## src/dhrp_pkg.sv

```systemverilog
/*
 Package for the disk hardware reset sequencer: timing constants, device
 status bit positions, diagnostic codes and shared state types.
 Assumes a single 100 MHz logic clock on both ends.
*/
package dhrp_pkg;
  localparam int unsigned CLK_MHZ = 100;
  // Times in their own units
  localparam int unsigned RST_HOLD_US = 25;
  localparam int unsigned NEG_WAIT_MS = 2;
  localparam int unsigned GLITCH_NS = 20;
  localparam int unsigned RELEASE_NS = 400;
  localparam int unsigned DASP_REL_MS = 1;
  localparam int unsigned DASP_MIN_MS = 450;
  localparam int unsigned DASP_MAX_S = 5;
  localparam int unsigned PDIAG_MAX_S = 31;
  localparam int unsigned D1_DASP_MS = 400;
  localparam int unsigned D1_DONE_S = 30;
  // Cycle counts; least times round up, longest round down
  localparam int unsigned RST_HOLD_CYC = RST_HOLD_US * CLK_MHZ;
  localparam int unsigned NEG_WAIT_CYC = NEG_WAIT_MS * 1000 * CLK_MHZ;
  localparam int unsigned GLITCH_CYC = (GLITCH_NS * CLK_MHZ + 999) / 1000;
  localparam int unsigned RELEASE_CYC = RELEASE_NS * CLK_MHZ / 1000;
  localparam int unsigned DASP_REL_CYC = DASP_REL_MS * 1000 * CLK_MHZ;
  localparam int unsigned DASP_MIN_CYC = DASP_MIN_MS * 1000 * CLK_MHZ;
  localparam int unsigned DASP_MAX_CYC = DASP_MAX_S * 1000000 * CLK_MHZ;
  localparam longint unsigned PDIAG_MAX_CYC = 64'(PDIAG_MAX_S) * 1000000 * CLK_MHZ;
  localparam int unsigned D1_DASP_CYC = D1_DASP_MS * 1000 * CLK_MHZ;
  localparam longint unsigned D1_DONE_CYC = 64'(D1_DONE_S) * 1000000 * CLK_MHZ;
  // Status register bits
  localparam int unsigned ST_BSY = 7;
  localparam int unsigned ST_ERR = 0;
  localparam logic [7:0] ST_CLR_ATA = 8'h0D;
  localparam logic [7:0] ST_CLR_PKT = 8'h7D;
  localparam logic [7:0] ST_RESET = 8'h80;
  localparam logic [7:0] ST_IDLE = 8'h40;
  // Error register layout and diagnostic codes
  localparam int unsigned ER_D1FAIL = 7;
  localparam logic [6:0] DIAG_PASS = 7'h01;
  localparam logic [6:0] DIAG_FAIL = 7'h02;
  // Identify word carrying reset results
  localparam int unsigned ID_RESULT_WORD = 93;
  localparam logic [15:0] ID93_BASE = 16'h4001;
  localparam int unsigned ID93_D0 = 1;
  localparam int unsigned ID93_D1 = 8;
  localparam int unsigned ID93_DASP = 3;
  localparam int unsigned ID93_PDIAG = 4;
  // Signature values
  localparam logic [15:0] SIG_ATA = 16'h0000;
  localparam logic [15:0] SIG_PKT = 16'hEB14;
  // Host register port offsets
  localparam logic [3:0] HREG_CTRL = 4'h0;
  localparam logic [3:0] HREG_STAT = 4'h1;
  localparam logic [3:0] HREG_ERR = 4'h2;
  localparam int unsigned HC_START = 0;

  typedef enum logic [1:0] {DHRP_HS_IDLE, DHRP_HS_ASSERT, DHRP_HS_WAIT, DHRP_HS_POLL} dhrp_hst_t;
endpackage

```

## src/dhrp_if.sv

```systemverilog
/*
 Link between host adapter and one drive: reset, busy status, and the
 open-drain drive-to-drive DASP-/PDIAG- pins plus released bus enables.
 Assumes the testbench resolves open-drain wires from the enables.
*/
`timescale 1ns/1ps
`default_nettype none
interface dhrp_if;
  logic reset_n;
  logic [7:0] status;
  logic [7:0] error;
  logic [15:0] signature;
  logic dasp_n_i;
  logic dasp_n_o;
  logic dasp_n_oe;
  logic pdiag_n_i;
  logic pdiag_n_o;
  logic pdiag_n_oe;
  logic bus_oe;
  modport dev (input reset_n, dasp_n_i, pdiag_n_i,
               output status, error, signature, dasp_n_o, dasp_n_oe, pdiag_n_o,
               pdiag_n_oe, bus_oe);
  modport host (output reset_n, input status, error, signature, bus_oe);
endinterface
`default_nettype wire

```

## src/dhrp_dev.sv

```systemverilog
/*
 Drive end of the power-on / hardware reset protocol.
 Assumes link inputs synchronous to CLOCK; self-test result given on a pin.
*/
// What this block and the host end do
// - Any valid hardware reset restarts sequence from start
// - Ignore soft reset during reset sequence
// - Host avoids soft reset while busy
// - Host holds reset at least 25 us
// - Host waits 2 ms before status
// - Host polls status until busy clears
// - Reject reset pulses shorter than 20 ns
// - Release bus, set busy within 400 ns
// - Pick Device 0 or 1 from select
// - Device 0 releases DASP, samples after 1 ms
// - Disable Ultra DMA, wait for SELFTEST_DONE
// - Device 0 waits DASP up to 5 s
// - Device 0 samples PDIAG up to 31 s
// - Status setup: diag code, signature
// - Update identify word 93 with results
// - Clear soft reset control bit
// - Clear status bits per feature set
// - Packet device restores saved modes
// - Device 0 clears busy, enters idle
// - Device 1 releases PDIAG, asserts DASP
// - Device 1 finishes setup on SELFTEST_DONE, with no 30 s timer
// - Device 1 reports PDIAG, clears busy
`timescale 1ns/1ps
`default_nettype none
module dhrp_dev
  import dhrp_pkg::*;
#(
  parameter bit PACKET = 1'b0,
  parameter int unsigned DASP_MIN = DASP_MIN_CYC,
  parameter int unsigned DASP_MAX = DASP_MAX_CYC,
  parameter longint unsigned PDIAG_MAX = PDIAG_MAX_CYC,
  parameter int unsigned DASP_REL = DASP_REL_CYC
) (
  input wire logic CLOCK,
  input wire logic RST,
  dhrp_if.dev LINK,
  input wire logic DEV1_SEL,
  input wire logic SELFTEST_DONE,
  input wire logic SELFTEST_PASS,
  input wire logic SRST_WR,
  input wire logic DEVRST_CMD,
  output logic SRST_ACCEPT,
  output logic UDMA_EN,
  output logic MODES_RESTORE,
  output logic SRST_BIT,
  output logic [15:0] ID_WORD93,
  output logic IDLE_SEL,
  output logic IDLE_NSEL
);
  if (DASP_MIN > DASP_MAX || DASP_REL > DASP_MIN) begin : g_bad_timing
    $error("dhrp_dev: inconsistent timing parameters");
  end

  typedef enum logic [2:0] {DHRP_RESET, DHRP_RELEASE, DHRP_D0_WAIT, DHRP_D0_DASP,
    DHRP_D0_PDIAG, DHRP_D0_SET, DHRP_D1_SET, DHRP_IDLE} dhrp_dst_t;

  // ********************************
  // Reset pulse filter
  // ********************************
  logic [7:0] glitch_q, glitch_d;
  logic valid_q, valid_d;

  always_comb begin
    glitch_d = glitch_q;
    valid_d = valid_q;
    if (!LINK.reset_n) begin
      if (glitch_q < 8'(GLITCH_CYC)) begin
        glitch_d = glitch_q + 8'h01;
      end else begin
        valid_d = 1'b1;
      end
    end else begin
      glitch_d = 8'h00;
      valid_d = 1'b0;
    end
  end

  always_ff @(posedge CLOCK) begin
    if (RST) begin
      glitch_q <= 8'h00;
      valid_q <= 1'b0;
    end else begin
      glitch_q <= glitch_d;
      valid_q <= valid_d;
    end
  end

  wire logic negate = valid_q && LINK.reset_n;

  // ********************************
  // Sequencer
  // ********************************
  dhrp_dst_t st_q, st_d;
  logic [63:0] cnt_q, cnt_d;
  logic [7:0] status_q, status_d;
  logic [7:0] error_q, error_d;
  logic [15:0] sig_q, sig_d;
  logic dasp_oe_q, dasp_oe_d;
  logic pdiag_oe_q, pdiag_oe_d;
  logic bus_oe_q, bus_oe_d;
  logic dev1_q, dev1_d;
  logic saw_dasp_q, saw_dasp_d;
  logic udma_q, udma_d;
  logic restore_q, restore_d;
  logic srst_q, srst_d;
  logic srst_acc_q, srst_acc_d;
  logic [15:0] id93_q, id93_d;
  logic idle_sel_q, idle_sel_d, idle_nsel_q, idle_nsel_d;

  always_comb begin
    st_d = st_q;
    cnt_d = (cnt_q == '1) ? cnt_q : cnt_q + 64'h1;
    status_d = status_q;
    error_d = error_q;
    sig_d = sig_q;
    dasp_oe_d = dasp_oe_q;
    pdiag_oe_d = pdiag_oe_q;
    bus_oe_d = bus_oe_q;
    dev1_d = dev1_q;
    saw_dasp_d = saw_dasp_q;
    udma_d = udma_q;
    restore_d = 1'b0;
    srst_d = srst_q;
    srst_acc_d = 1'b0;
    id93_d = id93_q;
    // Soft reset requests only honoured once idle
    if (st_q == DHRP_IDLE && (SRST_WR || DEVRST_CMD)) begin
      srst_acc_d = 1'b1;
      srst_d = SRST_WR;
    end
    case (st_q)
      DHRP_RESET: begin
        cnt_d = 64'h0;
        // Open-drain pins let go while held in reset
        dasp_oe_d = 1'b0;
        pdiag_oe_d = 1'b0;
        bus_oe_d = 1'b0;
        if (negate) begin
          st_d = DHRP_RELEASE;
        end
      end
      DHRP_RELEASE: begin
        bus_oe_d = 1'b0;
        pdiag_oe_d = 1'b0;
        status_d = ST_RESET;
        dev1_d = DEV1_SEL;
        saw_dasp_d = 1'b0;
        udma_d = 1'b0;
        st_d = DEV1_SEL ? DHRP_D1_SET : DHRP_D0_WAIT;
        dasp_oe_d = DEV1_SEL;
      end
      DHRP_D0_WAIT: begin
        dasp_oe_d = 1'b0;
        if (cnt_q >= 64'(DASP_REL)) begin
          st_d = DHRP_D0_DASP;
        end
      end
      DHRP_D0_DASP: begin
        if (!LINK.dasp_n_i) begin
          saw_dasp_d = 1'b1;
          st_d = DHRP_D0_PDIAG;
        end else if (cnt_q >= 64'(DASP_MAX)) begin
          error_d[ER_D1FAIL] = 1'b0;
          st_d = DHRP_D0_SET;
        end
      end
      DHRP_D0_PDIAG: begin
        if (!LINK.pdiag_n_i) begin
          error_d[ER_D1FAIL] = 1'b0;
          st_d = DHRP_D0_SET;
        end else if (cnt_q >= PDIAG_MAX) begin
          error_d[ER_D1FAIL] = 1'b1;
          st_d = DHRP_D0_SET;
        end
      end
      DHRP_D0_SET, DHRP_D1_SET: begin
        if (SELFTEST_DONE) begin
          error_d[6:0] = SELFTEST_PASS ? DIAG_PASS : DIAG_FAIL;
          sig_d = PACKET ? SIG_PKT : SIG_ATA;
          srst_d = 1'b0;
          restore_d = PACKET;
          status_d = (status_q | ST_IDLE) & ~(PACKET ? ST_CLR_PKT : ST_CLR_ATA);
          status_d[ST_BSY] = 1'b0;
          id93_d = ID93_BASE;
          id93_d[dev1_q ? ID93_D1 : ID93_D0] = 1'b1;
          id93_d[ID93_DASP] = saw_dasp_q;
          id93_d[ID93_PDIAG] = !error_q[ER_D1FAIL] && saw_dasp_q;
          if (dev1_q) begin
            pdiag_oe_d = SELFTEST_PASS;
          end
          st_d = DHRP_IDLE;
        end
      end
      DHRP_IDLE: begin
      end
      default: st_d = DHRP_RESET;
    endcase
    if (valid_q) begin
      st_d = LINK.reset_n ? DHRP_RELEASE : DHRP_RESET;
      status_d = ST_RESET;
      cnt_d = 64'h0;
    end
    idle_sel_d = (st_d == DHRP_IDLE) && !dev1_d;
    idle_nsel_d = (st_d == DHRP_IDLE) && dev1_d;
  end

  always_ff @(posedge CLOCK) begin
    if (RST) begin
      st_q <= DHRP_RESET;
      cnt_q <= 64'h0;
      status_q <= ST_RESET;
      error_q <= 8'h00;
      sig_q <= 16'h0000;
      dasp_oe_q <= 1'b0;
      pdiag_oe_q <= 1'b0;
      bus_oe_q <= 1'b0;
      dev1_q <= 1'b0;
      saw_dasp_q <= 1'b0;
      udma_q <= 1'b0;
      restore_q <= 1'b0;
      srst_q <= 1'b0;
      srst_acc_q <= 1'b0;
      id93_q <= 16'h0000;
      idle_sel_q <= 1'b0;
      idle_nsel_q <= 1'b0;
    end else begin
      st_q <= st_d;
      cnt_q <= cnt_d;
      status_q <= status_d;
      error_q <= error_d;
      sig_q <= sig_d;
      dasp_oe_q <= dasp_oe_d;
      pdiag_oe_q <= pdiag_oe_d;
      bus_oe_q <= bus_oe_d;
      dev1_q <= dev1_d;
      saw_dasp_q <= saw_dasp_d;
      udma_q <= udma_d;
      restore_q <= restore_d;
      srst_q <= srst_d;
      srst_acc_q <= srst_acc_d;
      id93_q <= id93_d;
      idle_sel_q <= idle_sel_d;
      idle_nsel_q <= idle_nsel_d;
    end
  end

  // ********************************
  // Outputs
  // ********************************
  assign LINK.status = status_q;
  assign LINK.error = error_q;
  assign LINK.signature = sig_q;
  assign LINK.dasp_n_o = 1'b0;
  assign LINK.dasp_n_oe = dasp_oe_q;
  assign LINK.pdiag_n_o = 1'b0;
  assign LINK.pdiag_n_oe = pdiag_oe_q;
  assign LINK.bus_oe = bus_oe_q;
  assign SRST_ACCEPT = srst_acc_q;
  assign UDMA_EN = udma_q;
  assign MODES_RESTORE = restore_q;
  assign SRST_BIT = srst_q;
  assign ID_WORD93 = id93_q;
  assign IDLE_SEL = idle_sel_q;
  assign IDLE_NSEL = idle_nsel_q;
endmodule
`default_nettype wire

```

## src/flat_wrapper.sv

```systemverilog
// flat-port wrapper written by rule: the top's interface ports become plain ports
module dhrp_dev_flat import dhrp_pkg::*;
#(
  parameter bit PACKET = 1'b0,
  parameter int unsigned DASP_MIN = DASP_MIN_CYC,
  parameter int unsigned DASP_MAX = DASP_MAX_CYC,
  parameter longint unsigned PDIAG_MAX = PDIAG_MAX_CYC,
  parameter int unsigned DASP_REL = DASP_REL_CYC
)
  (CLOCK, RST, DEV1_SEL, SELFTEST_DONE, SELFTEST_PASS, SRST_WR, DEVRST_CMD, SRST_ACCEPT, UDMA_EN, MODES_RESTORE, SRST_BIT, ID_WORD93, IDLE_SEL, IDLE_NSEL, LINK_reset_n, LINK_dasp_n_i, LINK_pdiag_n_i, LINK_status, LINK_error, LINK_signature, LINK_dasp_n_o, LINK_dasp_n_oe, LINK_pdiag_n_o, LINK_pdiag_n_oe, LINK_bus_oe);
  dhrp_if LINK_i ();
  input wire logic CLOCK;
  input wire logic RST;
  input wire logic DEV1_SEL;
  input wire logic SELFTEST_DONE;
  input wire logic SELFTEST_PASS;
  input wire logic SRST_WR;
  input wire logic DEVRST_CMD;
  output logic SRST_ACCEPT;
  output logic UDMA_EN;
  output logic MODES_RESTORE;
  output logic SRST_BIT;
  output logic [15:0] ID_WORD93;
  output logic IDLE_SEL;
  output logic IDLE_NSEL;
  input wire logic [$bits(LINK_i.reset_n)-1:0] LINK_reset_n;
  input wire logic [$bits(LINK_i.dasp_n_i)-1:0] LINK_dasp_n_i;
  input wire logic [$bits(LINK_i.pdiag_n_i)-1:0] LINK_pdiag_n_i;
  output wire logic [$bits(LINK_i.status)-1:0] LINK_status;
  output wire logic [$bits(LINK_i.error)-1:0] LINK_error;
  output wire logic [$bits(LINK_i.signature)-1:0] LINK_signature;
  output wire logic [$bits(LINK_i.dasp_n_o)-1:0] LINK_dasp_n_o;
  output wire logic [$bits(LINK_i.dasp_n_oe)-1:0] LINK_dasp_n_oe;
  output wire logic [$bits(LINK_i.pdiag_n_o)-1:0] LINK_pdiag_n_o;
  output wire logic [$bits(LINK_i.pdiag_n_oe)-1:0] LINK_pdiag_n_oe;
  output wire logic [$bits(LINK_i.bus_oe)-1:0] LINK_bus_oe;
  assign LINK_i.reset_n = LINK_reset_n;
  assign LINK_i.dasp_n_i = LINK_dasp_n_i;
  assign LINK_i.pdiag_n_i = LINK_pdiag_n_i;
  assign LINK_status = LINK_i.status;
  assign LINK_error = LINK_i.error;
  assign LINK_signature = LINK_i.signature;
  assign LINK_dasp_n_o = LINK_i.dasp_n_o;
  assign LINK_dasp_n_oe = LINK_i.dasp_n_oe;
  assign LINK_pdiag_n_o = LINK_i.pdiag_n_o;
  assign LINK_pdiag_n_oe = LINK_i.pdiag_n_oe;
  assign LINK_bus_oe = LINK_i.bus_oe;
  dhrp_dev #(.PACKET(PACKET), .DASP_MIN(DASP_MIN), .DASP_MAX(DASP_MAX), .PDIAG_MAX(PDIAG_MAX), .DASP_REL(DASP_REL)) u_core (.CLOCK(CLOCK), .RST(RST), .LINK(LINK_i), .DEV1_SEL(DEV1_SEL), .SELFTEST_DONE(SELFTEST_DONE), .SELFTEST_PASS(SELFTEST_PASS), .SRST_WR(SRST_WR), .DEVRST_CMD(DEVRST_CMD), .SRST_ACCEPT(SRST_ACCEPT), .UDMA_EN(UDMA_EN), .MODES_RESTORE(MODES_RESTORE), .SRST_BIT(SRST_BIT), .ID_WORD93(ID_WORD93), .IDLE_SEL(IDLE_SEL), .IDLE_NSEL(IDLE_NSEL));
endmodule
```

## config.mk

```make
export PLATFORM = sky130hd
export DESIGN_NAME = dhrp_dev_flat
export DESIGN_NICKNAME = d
export VERILOG_FILES = /design/src/dhrp_pkg.sv /design/src/dhrp_if.sv /design/src/dhrp_dev.sv /design/src/flat_wrapper.sv
export SDC_FILE = /design/constraint.sdc
export NUM_CORES = 1
export LEC_CHECK = 0
export BUFFER_PORTS_ARGS = -buffer_cell sky130_fd_sc_hd__buf_2
export CAP_MARGIN = 0
export CORE_ASPECT_RATIO = 0.6
export CORE_MARGIN = 2
export CORE_UTILIZATION = 60
export CTS_CLUSTER_SIZE = 8
export DETAILED_ROUTE_END_ITERATION = 10
export PLACE_DENSITY_LB_ADDON = 0.12
export SLEW_MARGIN = 0
export SYNTH_ARGS = -nofsm -noshare
export SYNTH_HDL_FRONTEND = slang
export SYNTH_SLANG_ARGS = --single-unit
export TNS_END_PERCENT = 100
```

## constraint.sdc

```tcl
create_clock -name CLOCK -period 4.05 [get_ports CLOCK]
set_input_delay 0.405 -clock CLOCK [delete_from_list [all_inputs] [get_ports CLOCK]]
set_output_delay 0.405 -clock CLOCK [all_outputs]
set_load 0.05 [all_outputs]
```

==> After elaboration in Yosys (flattened, before gate mapping) <==
Index checks and enable logic that the tools add are counted.
{ "op_classes": {"div": 0, "shifts": 0, "order_cmp": 6, "n_mux": 33, "n_mul": 0, "reduce_logical": 27, "add_sub_neg": 2, "eq_ne": 15, "n_bitwise": 1} }
{ "ops": {"columns": ["operator", "count"], "rows": [
  ["adder 64 x 1 -> 64 bit, second input constant", 1],
  ["== test 64 bit, second input constant", 1],
  [">= comparator 64 x 17 -> 1 bit, second input constant", 1],
  [">= comparator 64 x 29 -> 1 bit, second input constant", 1],
  [">= comparator 64 x 32 -> 1 bit, second input constant", 1],
  [">= comparator 32 x 1 -> 1 bit, second input constant", 1],
  ["less-than comparator 32 x 5 -> 1 bit, second input constant", 1],
  ["2-to-1 mux 3 bit", 9],
  ["case mux 3 bit (6 select lines)", 1],
  ["case mux 8 bit (2 select lines)", 1],
  ["== test 3 bit, second input constant", 5],
  ["2-to-1 mux 1 bit", 14],
  ["nonzero test 2 bit", 5],
  ["OR reduction 2 bit", 5],
  ["adder 8 x 1 -> 8 bit, second input constant", 1],
  ["less-than comparator 8 x 2 -> 1 bit, second input constant", 1],
  ["2-to-1 mux 8 bit", 1],
  ["case mux 1 bit (2 select lines)", 4],
  ["AND reduction 2 bit", 4],
  ["== test 3 x 2 -> 1 bit, second input constant", 2],
  ["logical AND 1 bit", 6],
  ["inequality test 2 bit, second input constant", 3],
  ["demux 1 bit (select 4 bit)", 1],
  ["2-to-1 mux 4 bit", 1],
  ["other kinds (11)", 13]
]} }
{ "word_totals": {"n_memories": 0, "ff_bits": 116, "ram_bits": 0, "latch_bits": 0, "output_inout_bits": 59, "mem_bits_ro": 0, "input_bits": 10} }

==> Longest topological paths before layout <==
Gate-level depths: netlist (run 1).
{ "depth": {"depth_word": 7, "ltp_mapped": 10} }

==> Worst setup path before layout (run 1) <==
Ideal clock, no wire load.
{ "synth_path": {"path_kind": "register to register", "from": "register u_core.cnt_q[16]", "to": "register u_core.cnt_q[61]", "path_stages_with_launch": 9, "period_less_slack_ns": 2.234, "slack_ns": 1.816, "arrival_ns": 2.106, "path_cell_list": "dfxtp_1 -> buf_2 -> nand4_1 -> or3_1 -> or4_4 -> a211oi_4 -> nand4_1 -> xor2_1 -> nor2_1"} }
{ "synth_between": {"elab_chain_len": 1, "elab_cells_between_ends": 2, "classes_between": "1 x add/sub; 1 x eq/ne"} }
{ "synth_rtl": {"columns": ["item", "line", "rtl"], "rows": [
  ["start, declared", "dhrp_dev.sv:99", "logic [63:0] cnt_q, cnt_d;"],
  ["start signal, assigned", "dhrp_dev.sv:233", "cnt_q <= cnt_d;"],
  ["adder 64 x 1 -> 64 bit / == test 64 bit (equally long branches)", "dhrp_dev.sv:117", "cnt_d = (cnt_q == '1) ? cnt_q : cnt_q + 64'h1;"]
]} }
Several ways; a longest one is shown, not always the timed one.
A chain may end at the register's enable or synchronous reset.

==> Final worst setup path (run 1) <==
{ "layout_path": {"from": "register u_core.cnt_q[1]", "to": "register u_core.cnt_q[7]"} }
Same word-level chain as after synthesis.

==> results of run 1 <==
==> worst max-delay path, delay by kind of cell, from the launching register on <==
kind	cells	cell delay, ps
simple gates	6	1920
xor+xnor	1	150
fa+ha+maj	1	210
flops	1	390
==> registers in the layout, summed over array words and instances (netlist names), 2 cells and up <==
register	count
u_core.ID_WORD93	5
u_core.LINK.error	3
u_core.glitch_q	8
u_core.cnt_q	64
u_core.LINK.status	2
u_core.st_q	3
==> layer usage <==
layer / global-route usage, % / part of all wire [%] / up-vias / routed length (µm)
li1: - / - / 2013 / -
met1: 38.6 / 51 / 1927 / 5520
met2: 34.3 / 39 / 202 / 4200
met3: 6.60 / 8.6 / 13 / 932
met4: 6.54 / 1.1 / 0 / 119
met5: 0 / 0 / - / 0
==> power breakdown <==
| part | switching, mW | total [mW] | internal (mW) |
|---|---|---|---|
| Combinational | 0.106 | 0.116 | 0.0102 |
| Sequential | 0.00404 | 0.931 | 0.927 |
| Clock | 0.368 | 0.974 | 0.606 |
==> Yosys cell counts (all sizes together), types with 14 or more instances <==
cell    instances
xnor2          23
nand4          33
a21oi          19
nand3          25
dfxtp          94
nor4           23
buf            49
o21ai          17
nand2          52
nor3           20
nor2           83
clkbuf         20
and2           14
xor2           35
==> area by class of cell <==
class	count	area, µm²
clock buffer	9	225
clock inverter	7	121
sequential	94	1880
tap	108	135
inverter	9	33.8
fill	685	2650
multi-input combinational	460	2630
timing repair buffer	28	145
==> worst max path at each step <==
stage | from | end | slack, ps
after floorplan | u_core.cnt_q[16] | u_core.cnt_q[61] | 1820
after global placement | u_core.cnt_q[1] | u_core.cnt_q[7] | 1460
after detailed placement | u_core.cnt_q[1] | u_core.cnt_q[7] | 1310
after CTS | u_core.cnt_q[1] | u_core.cnt_q[7] | 1300
after global routing | u_core.cnt_q[1] | u_core.cnt_q[29] | 1050
final | u_core.cnt_q[1] | u_core.cnt_q[7] | 1240
==> kinds of logic after synthesis <==
kind of cell	share of synthesized area, %
AOI/OAI and AO/OA	8.18
other	0.0781
xor gates and xnor gates	10.6
muxes	0.208
DFF	39.2
and+or+nand+nor	31.4
buffers and inverters	9.58
adders and majority gates	0.781
==> results.md, run 1 <==
- Final wirelength: 10800 µm
- Synth top area cells: dfxtp_1 39%, buf_4 6.7%, nor2_1 6.5%
- Area growth, synth to finish: 7.66%
- Syn Inst Count: 591
- Rows: 25
- Worst setup EP type: flip-flop
- Via-to-Cell Ratio: 5.81
- Hpwl dp: 7620 µm
- DRC Markers: 0
- Yosys cell types: 51
- CTS tree: built
- Critical path's slowest cell: and2_1
- RSZ-0062 raised after global routing: no
- Routed length per instance: 15.1 µm
- Antenna diodes: 0
- Nature of the critical path startpoint: flip-flop
- CP peak stage delay: 700 ps
- Cell taking the most area after synthesis: dfxtp_1
- Initial antenna violation count: 0
- Final Hold Vio Count: 0
- Synthesized flop and latch total: 94
- Max-cap violations: 0
- CP arrival: 3020 ps
- Peak fanout along the critical path: 21
- Non-filler cells, final: 715
- Final ANT Viol Nets: 0
- Final core utilization: 66.1%
- Post-CTS resize count: 0
- Gr usage total: 25.1%
- Synthesized area: 4800 µm²
- Power Density: 391 nW/µm²
- Status: complete, no violations
- LEAKAGE: 1.81 nW
- Fin Setup TNS: 0 ps
- Warnings, synthesis: 0
- Clock buffer depth: 2
- TritonCTS Buffers: 9
- Minimum clock period: 2810 ps
- Commonest non-fill, non-tap cells in the layout: 94 x dfxtp_1, 83 x nor2_1, 52 x nand2_1
- Vias: 4155
- Post-layout total power: 2.02 mW
- Depth of the CTS H-tree: 3
- Post-route cell area: 5170 µm²
- Core area: 7820 µm²
- WP data required: 4260 ps
- DR iter-0 viols: 496
- Total grt overflow: 0
- Final setup fails: 0
- Max_slew headroom: 47.2%
- Hold Worst Slack: 269 ps
- Seq/Total Area, Yosys: 39.2%
- Final setup margin: 1240 ps
- Vias in the first global route: 3435
- Hold Path Origin: LINK_reset_n
- Largest net degree at the start of global routing: 65
- Slew @ Worst Pin: 785 ps
- Tightest Hold Check Type: input port to flip-flop
- Routability cong.: 0.871
- Hold bufs inserted after CTS: 0
- Placed instance count: 699
- Root Buffer: clkbuf_16
- DP Worst Slack: 1310 ps
- # IOs: 69
- Later-pin clock latency in the skew report: 350 ps
- Die width: 120 µm
- Die area: 8760 µm²
- VDD IR max: 280 µV
- TritonRoute pass-1 iters: 5
- Clock transition at path regs: 70 ps
- Reg2reg end: u_core.cnt_q[7]
- Number of synthesized flops with an enable pin: 0
- Postcts setup bufs: 0
- Main flop type after synthesis: dfxtp_1
- R2R depth: 8
- Slew Limit Fails: 0
- Initial core utilization: 61.4%
- Most common cell after layout, fill and taps aside: dfxtp_1
- Yosys top cell area share: 39.2%
- Sink Count: 94
- Placement Cell Area: 4830 µm²
- Asr flop ratio synth: 0%
- R2R Path Start: u_core.cnt_q[1]
- FMAX: 355 MHz
- First-pass GRT wire length: 17200 µm
- Crit Path Class: flip-flop to flip-flop
- R2R Setup Slk: 1240 ps
- Period utilization: 69.5%
- Fraction of layout cells with a size suffix above 1: 8.24%
- Final Skew: 10.4 ps
- Endpoint, Worst Hold: u_core.glitch_q[0]
- PortBufs: 26
- Worst hold path cell count: 2
- Syn avg cell area: 8.13 µm²
- Final nets: 615
- Die Y: 73.3 µm
- Worst-path cell chain: ha_1 -> nand3_1 -> nor4_1 -> and4b_1 -> and2_1 -> or3_1 -> xor2_1 -> nor2_1
Note: power is estimated with default switching activity, not from simulation.
==> run 2: changes to the inputs <==
- CORE_UTILIZATION: 60 -> 57
- clock period: 4.05 -> 2.71 ns (I/O delays scaled with it)
==> results.md, run 2 (synthesis results as in run 1) <==
- TritonCTS Buffers: 9
- Logic pwr share: 6.2%
- Gr usage total: 25.1%
- DP Worst Slack: 195 ps
- Final setup margin: 189 ps
- Power Density: 542 nW/µm²
- Placed instance count: 708
- Largest register FFs: 64
- Switching part of the total: 25.0%
- Die area: 9200 µm²
- Nature of the critical path startpoint: flip-flop
- First-pass GRT wire length: 18100 µm
- Clk network pwr share: 44.6%
- Initial core utilization: 59.8%
- DR iter-0 viols: 471
- Tightest Hold Check Type: input port to flip-flop
- Clock transition at path regs: 70 ps
- # IOs: 69
- Root Buffer: clkbuf_16
- Later-pin clock latency in the skew report: 340 ps
- Hold bufs inserted after CTS: 0
- Worst setup EP type: flip-flop
- RSZ-0062 raised after global routing: no
- Switching Power: 0.708 mW
- Commonest non-fill, non-tap cells in the layout: 94 x dfxtp_1, 83 x nor2_1, 52 x nand2_1
- LEAKAGE: 1.85 nW
- Critical Path Start: u_core.cnt_q[15]
- Fin Setup TNS: 0 ps
- Status: complete, no violations
- Initial antenna violation count: 0
- Depth of the CTS H-tree: 3
- R2R Path Start: u_core.cnt_q[15]
- Postcts setup bufs: 0
- Routability cong.: 0.871
- Minimum clock period: 2520 ps
- FMAX: 397 MHz
- Final Skew: 6.30 ps
- Rows: 25
- Antenna diodes: 0
- Slew @ Worst Pin: 730 ps
- TritonRoute pass-1 iters: 5
- Most common cell after layout, fill and taps aside: dfxtp_1
- VDD IR max: 404 µV
- CTS tree: built
- Max_slew headroom: 50.9%
- Post-CTS resize count: 0
- PortBufs: 26
- Final ANT Viol Nets: 0
- Non-filler cells, final: 726
- Clock buffer depth: 2
- Hpwl dp: 7900 µm
- Flop pwr share: 49.2%
- Slew Limit Fails: 0
- Routed length per instance: 15.1 µm
- Internal power: 2.12 mW
- Crit Path Class: flip-flop to flip-flop
- Vias in the first global route: 3637
- Total grt overflow: 0
- Max-cap violations: 0
- Biggest register: u_core.cnt_q
- Fraction of layout cells with a size suffix above 1: 9.87%
- DRC Markers: 0
- Peak fanout along the critical path: 9
- Final wirelength: 11000 µm
- Vias: 4192
- Hold Path Origin: LINK_reset_n
- Largest net degree at the start of global routing: 65
- Period utilization: 93.0%
- Final Hold Vio Count: 0
- Area growth, synth to finish: 8.65%
- Sink Count: 94
- Post-layout total power: 2.83 mW
- Core area: 8040 µm²
- Die width: 123 µm
- Final setup fails: 0
- Final nets: 626
- Via-to-Cell Ratio: 5.77
- WP data required: 2930 ps
- CP arrival: 2740 ps
- Die Y: 75.1 µm
-- run 2: changes by cell type in the layout (fill, tap and decap cells not counted), sizes merged --
cell,delta
clkinvlp,+1
clkinv,+1
bufinv,-2
buf,+11
-- run 2: power by group through the flow --
stage | logic (mW) | registers (mW) | clock network [mW]
6_report | 0.176 | 1.39 | 1.26
5_1_grt | 0.185 | 1.39 | 1.34
4_1_cts | 0.174 | 1.39 | 1.29
3_5_place_dp | 0.174 | 1.42 | 0
3_3_place_gp | 0.173 | 1.42 | 0
2_1_floorplan | 0.202 | 1.42 | 0
-- run 2: final cells by class --
type / count / area (µm²)
multi-input cells: 460 / 2630
inverters: 9 / 33.8
clock buffers: 9 / 225
repair buffers: 39 / 240
flip-flops and latches: 94 / 1880
well taps: 108 / 135
clock inverters: 7 / 73.8
fillers: 683 / 2820
-- run 2: per-layer routing --
layer / up-vias / GRT usage [%] / wire (µm)
li1: 2037 / - / -
met1: 1953 / 38.9 / 5560
met5: - / 0 / 0
met3: 10 / 6.29 / 1010
met2: 192 / 34.8 / 4310
met4: 0 / 5.24 / 82
-- run 2: critical path, stage by stage (launching register included) --
cell and delay, ps:
dfxtp_1 470, nand4_1 210, or3_1 450, or4_4 520
a211oi_4 220, buf_4 200, nand4_1 120, xor2_1 150
nor2_1 50
-- run 2: worst paths after layout --
path | end | slack (ps) | depth (start not counted)
max | u_core.cnt_q[61] | 190 | 8
min | u_core.glitch_q[0] | 160 | 2
max reg2reg | u_core.cnt_q[61] | 190 | 8
min reg2reg | u_core.glitch_q[4] | 460 | 1
-- run 2: through the flow --
stage | util [%] | hold WS (ps) | cell area, µm²
2_1_floorplan | - | 348 | 4960
3_3_place_gp | 61.0 | 435 | 4910
3_5_place_dp | 61.0 | 440 | 4910
4_1_cts | 64.7 | 148 | 5200
5_1_grt | 64.9 | 152 | 5220
6_report | 64.9 | 161 | 5220
